### src/pkg/synth_test_pkg.sv
// Package with register map, field layout and reset values of the synthesizer test bank.
package synth_test_pkg;
  localparam logic [7:0] OFF_VCO_CAL   = 8'h5b;
  localparam logic [7:0] OFF_SYNTH     = 8'h5c;
  localparam logic [7:0] OFF_BLK_A     = 8'h5d;
  localparam logic [7:0] OFF_BLK_B     = 8'h5e;
  localparam logic [7:0] OFF_BLK_C     = 8'h5f;
  localparam logic [7:0] OFF_COEF_ADDR = 8'h60;
  localparam logic [7:0] OFF_COEF_VAL  = 8'h61;
  localparam logic [7:0] OFF_XTAL      = 8'h62;

  localparam int VCO_OVR_BIT   = 7;
  localparam int DITHER_BIT    = 7;
  localparam int VCO_TYPE_BIT  = 6;
  localparam int LOCK_DET_BIT  = 6;
  localparam int BUF_OVR_BIT   = 1;
  localparam int BUF_EN_BIT    = 0;
  localparam int PWR_LSB       = 5;

  localparam logic [7:0] RST_VCO_CAL   = 8'h00;
  localparam logic [7:0] RST_SYNTH     = 8'h0e;
  localparam logic [7:0] RST_BLK_A     = 8'h00;
  localparam logic [7:0] RST_BLK_B     = 8'h00;
  localparam logic [7:0] RST_BLK_C     = 8'h00;
  localparam logic [7:0] RST_COEF_ADDR = 8'h00;
  localparam logic [7:0] RST_COEF_VAL  = 8'h00;
  localparam logic [4:0] RST_XTAL      = 5'h04;
  localparam logic [7:0] MASK_BLK_A    = 8'hef;
  localparam logic [7:0] MASK_COEF_A   = 8'h0f;
  localparam logic [7:0] MASK_COEF_V   = 8'h3f;

  typedef enum logic [2:0] {
    PWR_LOW   = 3'h0,
    PWR_READY = 3'h1,
    PWR_TUNE  = 3'h3,
    PWR_TX    = 3'h2
  } power_state_e;

  typedef enum logic [1:0] {
    DSM_ORDER0 = 2'h0,
    DSM_ORDER1 = 2'h1,
    DSM_ORDER2 = 2'h2,
    DSM_MASH   = 2'h3
  } dsm_order_e;

  typedef struct packed {
    logic       ditherEn;
    logic       openLoop;
    logic       modulusSel;
    dsm_order_e order;
    logic       resetMode;
    logic       dsmReset;
  } dsm_ctrl_s;

  typedef struct packed {
    logic clkHyst;
    logic doubleBiasSelect;
    logic doubleGainSelect;
    logic bufOverride;
    logic bufEnable;
  } xtal_ctrl_s;
endpackage

### src/core/synth_test_override_regs.sv
// Synthesizer and receive-chain test and override register bank.
// Notes on behaviour
// - Without override, reading calibration field returns engine result.
// - With override set, host-written calibration value replaces engine result.
// - Bit 7 of calibration register reads the calibration done flag.
// - Synthesizer test bit 7 enables modulator dither; cleared means none.
// - VCO type bit reads zero for a basic constant-gain VCO.
// - VCO type bit reads one for single-varactor varying-gain VCO.
// - Two-bit order field selects zero, first, second order or MASH.
// - With buffer override clear, power state machine drives output buffer.
// - Buffer enable bit acts only while buffer override is set.
// - Three-bit power-state field reports low power, ready, tune, transmit.
// - Four-bit coefficient address selects the filter table entry.
// - Coefficient value reads and writes hit the addressed table entry.
// - Lock-detect enable bit drives the lock detector directly.
// - Block-enable override bits, except block A bit 4 which is masked to zero, each override one analog block enable.
// - Crystal control low five bits reset to 00100.
// - Calibration, block A and C, and coefficient value clear on reset.
`timescale 1ns/1ns
`default_nettype none
module synth_test_override_regs #(
  parameter int COEF_DEPTH = 16,
  parameter int COEF_WIDTH = 6,
  parameter bit VCO_VARACTOR = 1'b0
) (
  input  wire logic                   clk,
  input  wire logic                   rst,
  input  wire logic                   wrEn,
  input  wire logic                   rdEn,
  input  wire logic [7:0]             addr,
  input  wire logic [7:0]             wrData,
  output logic      [7:0]             rdData,
  input  wire logic [6:0]             calResult,
  input  wire logic                   calDone,
  input  wire logic [2:0]             powerState,
  input  wire logic                   smBufEnable,
  output logic      [6:0]             vcoCalOut,
  output synth_test_pkg::dsm_ctrl_s   dsmCtrl,
  output logic      [7:0]             blockOvrA,
  output logic      [7:0]             blockOvrB,
  output logic      [7:0]             blockOvrC,
  output logic                        lockDetectEn,
  output synth_test_pkg::xtal_ctrl_s  xtalCtrl,
  output logic                        xtalBufOn,
  output logic      [COEF_WIDTH*COEF_DEPTH-1:0] coefTable
);
  initial begin
    if (COEF_DEPTH != 16 || COEF_WIDTH < 1 || COEF_WIDTH > 8) begin
      $error("Coefficient table must have 16 entries of 1 to 8 bits.");
    end
  end

  logic [7:0]                 vcoCal_q, vcoCal_d;
  logic [7:0]                 synth_q, synth_d;
  logic [7:0]                 blkA_q, blkA_d;
  logic [7:0]                 blkB_q, blkB_d;
  logic [7:0]                 blkC_q, blkC_d;
  logic [3:0]                 coefAddr_q, coefAddr_d;
  logic [4:0]                 xtal_q, xtal_d;
  logic [COEF_WIDTH-1:0]      coef_q [COEF_DEPTH];
  logic [COEF_WIDTH-1:0]      coef_d [COEF_DEPTH];
  logic [7:0]                 rd_q, rd_d;
  logic [6:0]                 calOut_q, calOut_d;
  logic                       bufOn_q, bufOn_d;
  logic [7:0]                 rdMux;
  logic [7:0]                 coefRd;

  // The addressed entry, widened into the low bits; upper bits are reserved.
  always_comb begin
    coefRd = 8'h00;
    coefRd[COEF_WIDTH-1:0] = coef_q[coefAddr_q];
  end

  always_comb begin
    vcoCal_d = vcoCal_q;
    synth_d = synth_q;
    blkA_d = blkA_q;
    blkB_d = blkB_q;
    blkC_d = blkC_q;
    coefAddr_d = coefAddr_q;
    xtal_d = xtal_q;
    coef_d = coef_q;
    if (wrEn) begin
      case (addr)
        synth_test_pkg::OFF_VCO_CAL: vcoCal_d = wrData;
        synth_test_pkg::OFF_SYNTH: synth_d = wrData;
        synth_test_pkg::OFF_BLK_A: blkA_d = wrData & synth_test_pkg::MASK_BLK_A;
        synth_test_pkg::OFF_BLK_B: blkB_d = wrData;
        synth_test_pkg::OFF_BLK_C: blkC_d = wrData;
        synth_test_pkg::OFF_COEF_ADDR: coefAddr_d = wrData[3:0];
        synth_test_pkg::OFF_COEF_VAL: coef_d[coefAddr_q] = wrData[COEF_WIDTH-1:0];
        synth_test_pkg::OFF_XTAL: xtal_d = wrData[4:0];
        default: vcoCal_d = vcoCal_q;
      endcase
    end
    if (rst) begin
      vcoCal_d = synth_test_pkg::RST_VCO_CAL;
      synth_d = synth_test_pkg::RST_SYNTH;
      blkA_d = synth_test_pkg::RST_BLK_A;
      blkB_d = synth_test_pkg::RST_BLK_B;
      blkC_d = synth_test_pkg::RST_BLK_C;
      coefAddr_d = synth_test_pkg::RST_COEF_ADDR[3:0];
      xtal_d = synth_test_pkg::RST_XTAL;
      for (int i = 0; i < COEF_DEPTH; i++) begin
        coef_d[i] = '0;
      end
    end
  end

  always_comb begin
    case (addr)
      synth_test_pkg::OFF_VCO_CAL: begin
        // Done flag replaces the override bit on read; the override stays stored.
        rdMux = {calDone, vcoCal_q[synth_test_pkg::VCO_OVR_BIT] ? vcoCal_q[6:0]
                                                              : calResult};
      end
      synth_test_pkg::OFF_SYNTH: begin
        rdMux = synth_q;
        rdMux[synth_test_pkg::VCO_TYPE_BIT] = VCO_VARACTOR;
      end
      synth_test_pkg::OFF_BLK_A: rdMux = blkA_q;
      synth_test_pkg::OFF_BLK_B: rdMux = blkB_q;
      synth_test_pkg::OFF_BLK_C: rdMux = blkC_q;
      synth_test_pkg::OFF_COEF_ADDR: rdMux = {4'h0, coefAddr_q};
      synth_test_pkg::OFF_COEF_VAL: rdMux = coefRd;
      synth_test_pkg::OFF_XTAL: rdMux = {powerState, xtal_q};
      default: rdMux = 8'h00;
    endcase
  end

  always_comb begin
    rd_d = rd_q;
    if (rdEn) begin
      rd_d = rdMux;
    end
    calOut_d = vcoCal_q[synth_test_pkg::VCO_OVR_BIT] ? vcoCal_q[6:0] : calResult;
    bufOn_d = xtal_q[synth_test_pkg::BUF_OVR_BIT] ? xtal_q[synth_test_pkg::BUF_EN_BIT]
                                                  : smBufEnable;
    if (rst) begin
      rd_d = 8'h00;
      calOut_d = 7'h00;
      bufOn_d = 1'b0;
    end
  end

  always_ff @(posedge clk) begin
    vcoCal_q <= vcoCal_d;
    synth_q <= synth_d;
    blkA_q <= blkA_d;
    blkB_q <= blkB_d;
    blkC_q <= blkC_d;
    coefAddr_q <= coefAddr_d;
    xtal_q <= xtal_d;
    coef_q <= coef_d;
    rd_q <= rd_d;
    calOut_q <= calOut_d;
    bufOn_q <= bufOn_d;
  end

  assign rdData = rd_q;
  assign vcoCalOut = calOut_q;
  assign dsmCtrl = {synth_q[synth_test_pkg::DITHER_BIT], synth_q[5:0]};
  assign blockOvrA = blkA_q;
  assign blockOvrB = blkB_q;
  assign blockOvrC = blkC_q;
  assign lockDetectEn = blkB_q[synth_test_pkg::LOCK_DET_BIT];
  assign xtalCtrl = xtal_q;
  assign xtalBufOn = bufOn_q;

  for (genvar g = 0; g < COEF_DEPTH; g++) begin : gCoef
    assign coefTable[g*COEF_WIDTH +: COEF_WIDTH] = coef_q[g];
  end
endmodule
`default_nettype wire

### config.mk
export PLATFORM = sky130hd
export DESIGN_NAME = synth_test_override_regs
export DESIGN_NICKNAME = d
export VERILOG_FILES = /design/src/pkg/synth_test_pkg.sv /design/src/core/synth_test_override_regs.sv
export SDC_FILE = /design/constraint.sdc
export NUM_CORES = 1
export LEC_CHECK = 0
export ABC_CLOCK_PERIOD_IN_PS = 4700
export BUFFER_PORTS_ARGS = -buffer_cell sky130_fd_sc_hd__buf_4
export CORE_MARGIN = 8
export CORE_UTILIZATION = 43
export DETAILED_ROUTE_END_ITERATION = 16
export PLACE_DENSITY = 0.76
export SLEW_MARGIN = 0
export SYNTH_ARGS = -nofsm -noshare
export SYNTH_HDL_FRONTEND = slang
export SYNTH_SLANG_ARGS = --single-unit
export TNS_END_PERCENT = 10
### constraint.sdc
create_clock -name clk -period 4.7 [get_ports clk]
set_input_delay 0.705 -clock clk [delete_from_list [all_inputs] [get_ports clk]]
set_output_delay 0.705 -clock clk [all_outputs]
set_load 0.01 [all_outputs]
# Word level (Yosys, flattened, before mapping)
# Index checks and enable logic that the tools add are counted.
[totals]
register_bits = 160
output_inout_bits = 149
wordCells = 55
[op_classes]
magnitude_cmp = 2
eq_ne = 8
n_mux = 9
n_bitwise = 1
reduce_logical = 9
[op_table]
columns = ["cell", "count"]
rows = [
  ["96-bit bitwise mux", 1],
  ["8-bit by 7-bit equality test with 1-bit output (second input constant)", 8],
  ["8-bit one-hot mux with 8 select lines", 1],
  ["6-bit binary-select mux with 4-bit select", 1],
  ["6-bit demux with 4-bit select", 1],
  ["6-bit two-way mux", 3],
  ["2-bit AND reduction", 8],
  ["7-bit two-way mux", 1],
  ["5-bit >= comparator (second input constant)", 1],
  ["5-bit by 1-bit < comparator with 1-bit output (second input constant)", 1],
  ["4-bit NOT with 5-bit output", 1],
  ["1-bit logical AND", 1],
  ["1-bit two-way mux", 1],
]

# Logic depth before layout (Yosys ltp)
[depth]
word_depth = 6
ltp_mapped = 9
depth_no_buf = 5

# Worst setup path after synthesis
# Ideal clock, no wire load.
[synth_timing]
path_kind = "input to register"
startpoint = "input port addr[0]"
endpoint = "register coef_q (netlist bit coefTable[77])"
setup_ns = 0.128
t_arrival_ns = 2.211
setup_slack_ns = 2.361
path_stages = 7
n_path_buf = 2
cell_sequence = "buf_2 -> or4bb_1 -> nor3_4 -> buf_4 -> nand3_4 -> mux2i_1 -> nor2_1"
[synth_between]
elab_chain_len = 2
[synth_lines]
columns = ["element", "line", "rtl"]
rows = [
  ["start: declaration", "synth_test_override_regs.sv:30", "input wire logic [7:0] addr,"],
  ["8-bit by 7-bit equality test with 1-bit output", "synth_test_override_regs.sv:84", "case (addr)"],
  ["2-bit AND reduction (no line)", "--", ""],
  ["end signal: assignment", "synth_test_override_regs.sv:154", "coef_q <= coef_d;"],
  ["end: declaration", "synth_test_override_regs.sv:60", "logic [COEF_WIDTH-1:0] coef_q [COEF_DEPTH];"],
]
# Every way passes these cells.
# A chain may end at the register's enable or synchronous reset.

# Worst setup path after layout
[layout_timing]
startpoint = "register coefAddr_q[1]"
endpoint = "register coef_q (netlist bit coefTable[13])"
[layout_between]
elab_chain_len = 6
[layout_lines]
columns = ["element", "line", "rtl"]
rows = [
  ["start: declaration", "synth_test_override_regs.sv:58", "logic [3:0] coefAddr_q, coefAddr_d;"],
  ["start signal: assignment", "synth_test_override_regs.sv:152", "coefAddr_q <= coefAddr_d;"],
  ["4-bit NOT with 5-bit output (not written as such) *", "synth_test_override_regs.sv:91", "synth_test_pkg::OFF_COEF_VAL: coef_d[coefAddr_q] = wrData[COEF_WIDTH-1:0];"],
  ["5-bit >= comparator (not written as such) or 5-bit by 1-bit < comparator with 1-bit output (tied branches)", "synth_test_override_regs.sv:91", ""],
  ["1-bit logical AND (not written as such)", "synth_test_override_regs.sv:91", ""],
  ["6-bit two-way mux (not written as such)", "synth_test_override_regs.sv:91", ""],
  ["6-bit demux with 4-bit select *", "synth_test_override_regs.sv:91", ""],
  ["96-bit bitwise mux *", "synth_test_override_regs.sv:91", ""],
]
# Every way passes the cells marked *; elsewhere a longest branch is shown, timed or not.

==> out/metrics.cfg <==
[finish]
finalNonFillerCells = 1114
layout-drive-gt1-share = 0.2931
multiInputGateArea_um2 = 3687
antennaDiodeCount = 0
regArea_um2 = 3183
areaGrowthSynthToFinish_pct = 26.82
fin_area_um2 = 9130
fill_cells = 1525
final_nets = 917

[floorplanning]
start_util = 0.4372
die_area_um2 = 21140
die_h_um = 145.4
coreArea_um2 = 16470
row_count = 47
io_pins = 181
die_x_um = 145.4

[synthesis]
synth_edf_count = 0
synth-seq-area-share = 0.4421
syn_avg_cell_area_um2 = 9.586
yosys_register_bits = 159
yosysUniqueCellTypes = 46
yosysTopAreaCellShare = 0.4421
syn_inst = 751
synth_top_area_cell = dfxtp_1
async_flop_share = 0
synth_top_family_by_area = multiplexers
synth_nets = 783
yosysWarnings = 0
synth_xor_area_frac = 0
synth_compound_area_frac = 0.1041
synth_adder_area_share = 0
synthMuxAreaShare = 0.2346
yosys.area_share.simple = 0.1729
synth_ff_type = dfxtp_1
synthTopCellsByArea = dfxtp_1 (44%), mux2i_1 (14%), mux4_2 (8.8%), nor2_1 (5.1%), a21oi_1 (4.0%)
mappedNetlistArea_um2 = 7199

[route]
ant_nets = 0
drc = 0
avgViaCountPerCell = 5.707
first_iter_violations = 617
met2_wirelength_um = 11330
m1WireLength_um = 10010
met3RoutedLength_um = 1905
wl_um = 23880
dr.pass1.iters = 6
post_drt_wl_per_cell_um = 21.43
topRoutingLayerUsed = met4
num_vias = 6358

[clock_network]
cts_resized = 0
clockRootBuffer = clkbuf_16
htree_levels = 4
cts_tree = done
postCtsSetupBuffers = 0
cts_hold_repair.buffers = 0
cts.clk_slew.worst_paths_ns = 0.06
numClockSinks = 159
cts_buffer_depth = 2
clk_latency_ns = 0.43
cts_made_buffers = 17

[run_status]
run_status = complete, no violations

[power_and_ir_drop]
clkPwrFrac = 0.480
seqPwrFrac = 0.477
totalPowerFinal_mw = 2.835
switching_share = 0.2192
leakagePower_nw = 3.928
power_frac_comb = 0.043
p_sw_uw = 621.3
power.internal_mw = 2.214
irDropWorstVdd_uv = 281.0
p_per_area_nw_per_um2 = 310.5

[setup_path]
critPathRequiredTime_ns = 5.00
crit_chain = buf_4 > and2b_1 > nand2_1 > or4_1 > mux2i_1 > nor2_1
cp-end-kind = flop
cp_max_fo = 19
path_buf_inv = 1
crit_type = flop to flop
slowest_delay_ns = 1.07
crit_family = simple AND/OR/NAND/NOR gates
rrSetupSlack_ns = 1.67
arrival_ns = 3.33
worstSetupStartpointType = flop
slowest_stage = dfxtp_1

[placement]
placed_cell_area_um2 = 8561
placed_cells = 1086
hpwl_um = 16660
gp_congestion = 0.8446
portBuffers = 179

[grt]
grt_use_total = 0.2230
grt_max_degree = 77
grt_pass1_vias = 6198
grt_overflow_total = 0
antenna_found_initial = 0
grt_first_pass_wirelength_um = 36830

[sta]
min_period_over_period = 0.6448
finalSetupTns_ns = 0
worst_slew_pin_slew_ns = 1.132
period_needed_ns = 3.031
hold_violations = 0
drv_slew = 0
finalSetupViolations = 0
max_freq_mhz = 330.0
fin_hold_ws_ns = 0.4548
rsz0062_at_grt = false
max_slew_margin = 0.2440
clock_skew_ns = 0.006479

[hold_path]
hold_class = flop to flop

[job]
maxCapViolCount = 0

==> worst paths after layout <==
| kind | from | end | depth (start not counted) |
|---|---|---|---|
| setup reg to reg | coefAddr_q[1]$_SDFFE_PP0P_ | coefTable[13]$_SDFFE_PP0P_ | 6 |
| setup / recovery | coefAddr_q[1]$_SDFFE_PP0P_ | coefTable[13]$_SDFFE_PP0P_ | 6 |
| hold reg to reg | vcoCal_q[3]$_SDFFE_PP0P_ | vcoCal_q[3]$_SDFFE_PP0P_ | 2 |
| hold / removal | vcoCal_q[3]$_SDFFE_PP0P_ | vcoCal_q[3]$_SDFFE_PP0P_ | 2 |
==> layout by cell type, fill, tap and decap left out, types with 2 or more instances in the layout <==
master,count
buf_4,186
dfxtp_1,159
mux2i_1,99
nor2_1,97
nand2_1,73
a21oi_1,58
o21ai_0,33
nand3_1,29
mux4_2,28
clkbuf_16,17
nor2b_1,12
a22oi_1,7
a211o_1,6
mux2_2,6
and3_1,5
inv_1,5
or4_1,5
nand2b_1,5
nand4_1,5
a22o_1,5
nor3_1,5
a221oi_1,4
clkbuf_8,4
nand3_2,3
a21o_1,3
or3_1,3
o2bb2ai_1,3
and4bb_2,2
nor3_4,2
a211oi_1,2
a221oi_2,2
clkinv_2,2
clkinvlp_4,2
bufinv_16,2
==> logic make-up (layout without fill, tap and decap cells) <==
logic type             after synthesis  in the layout
AND/OR/NAND/NOR                    257            257
flip-flops                         159            159
multiplexers                       133            133
AO/OA/AOI/OAI                      125            125
buffers and inverters               76            219
other                                1              1
==> power by group through the flow <==
stage / clock network, mW / logic (mW) / registers (mW)
6_report: 1.36 / 0.121 / 1.35
5_1_grt: 1.43 / 0.129 / 1.35
4_1_cts: 1.37 / 0.120 / 1.35
3_5_place_dp: 0 / 0.120 / 1.38
3_3_place_gp: 0 / 0.119 / 1.38
2_1_floorplan: 0 / 0.0643 / 1.39
==> per-layer routing <==
metal | up-vias | track usage
met5 | - | 0
met4 | 0 | 0.08277
met3 | 42 | 0.05597
met2 | 332 | 0.3589
met1 | 3068 | 0.2841
li1 | 2916 | -
==> synth_stat cells, types with 7 or more instances <==
master,number
clkbuf_1,44
dfxtp_1,159
nand2_1,73
buf_2,17
nor2b_1,12
mux2i_1,99
mux4_2,28
a22oi_1,7
nor2_1,97
a21oi_1,58
o21ai_0,33
nand3_1,29
==> worst reg2reg max path: stages (launching register included) <==
cell	delay [ns]
dfxtp_1	1.07
buf_4	0.39
and2b_1	0.25
nand2_1	0.21
or4_1	0.67
mux2i_1	0.24
nor2_1	0.06
==> layout make-up <==
class	count	area share
Inverter	5	0.002056
Clock inverter	6	0.009319
Clock buffer	22	0.05304
Tap cell	220	0.03015
Timing Repair Buffer	186	0.1529
Sequential cell	159	0.3486
Multi-Input combinational cell	516	0.4039
==> registers in the layout, summed over array words and instances, names as in the netlist <==
register    count
vcoCalOut       7
blockOvrA       7
synth_q         7
rdData          8
coefTable      96
xtalCtrl        5
blockOvrC       8
blockOvrB       8
vcoCal_q        8
xtalBufOn       1
coefAddr_q      4
==> through the flow <==
stage / setup WS [ns] / util
3_5_place_dp: 1.520 / 0.5199
4_1_cts: 1.718 / 0.5545
2_1_floorplan: 2.361 / -
3_3_place_gp: 1.502 / 0.5199
5_1_grt: 1.564 / 0.5545
6_report: 1.669 / 0.5545
Power figures use the tool's default switching activity.
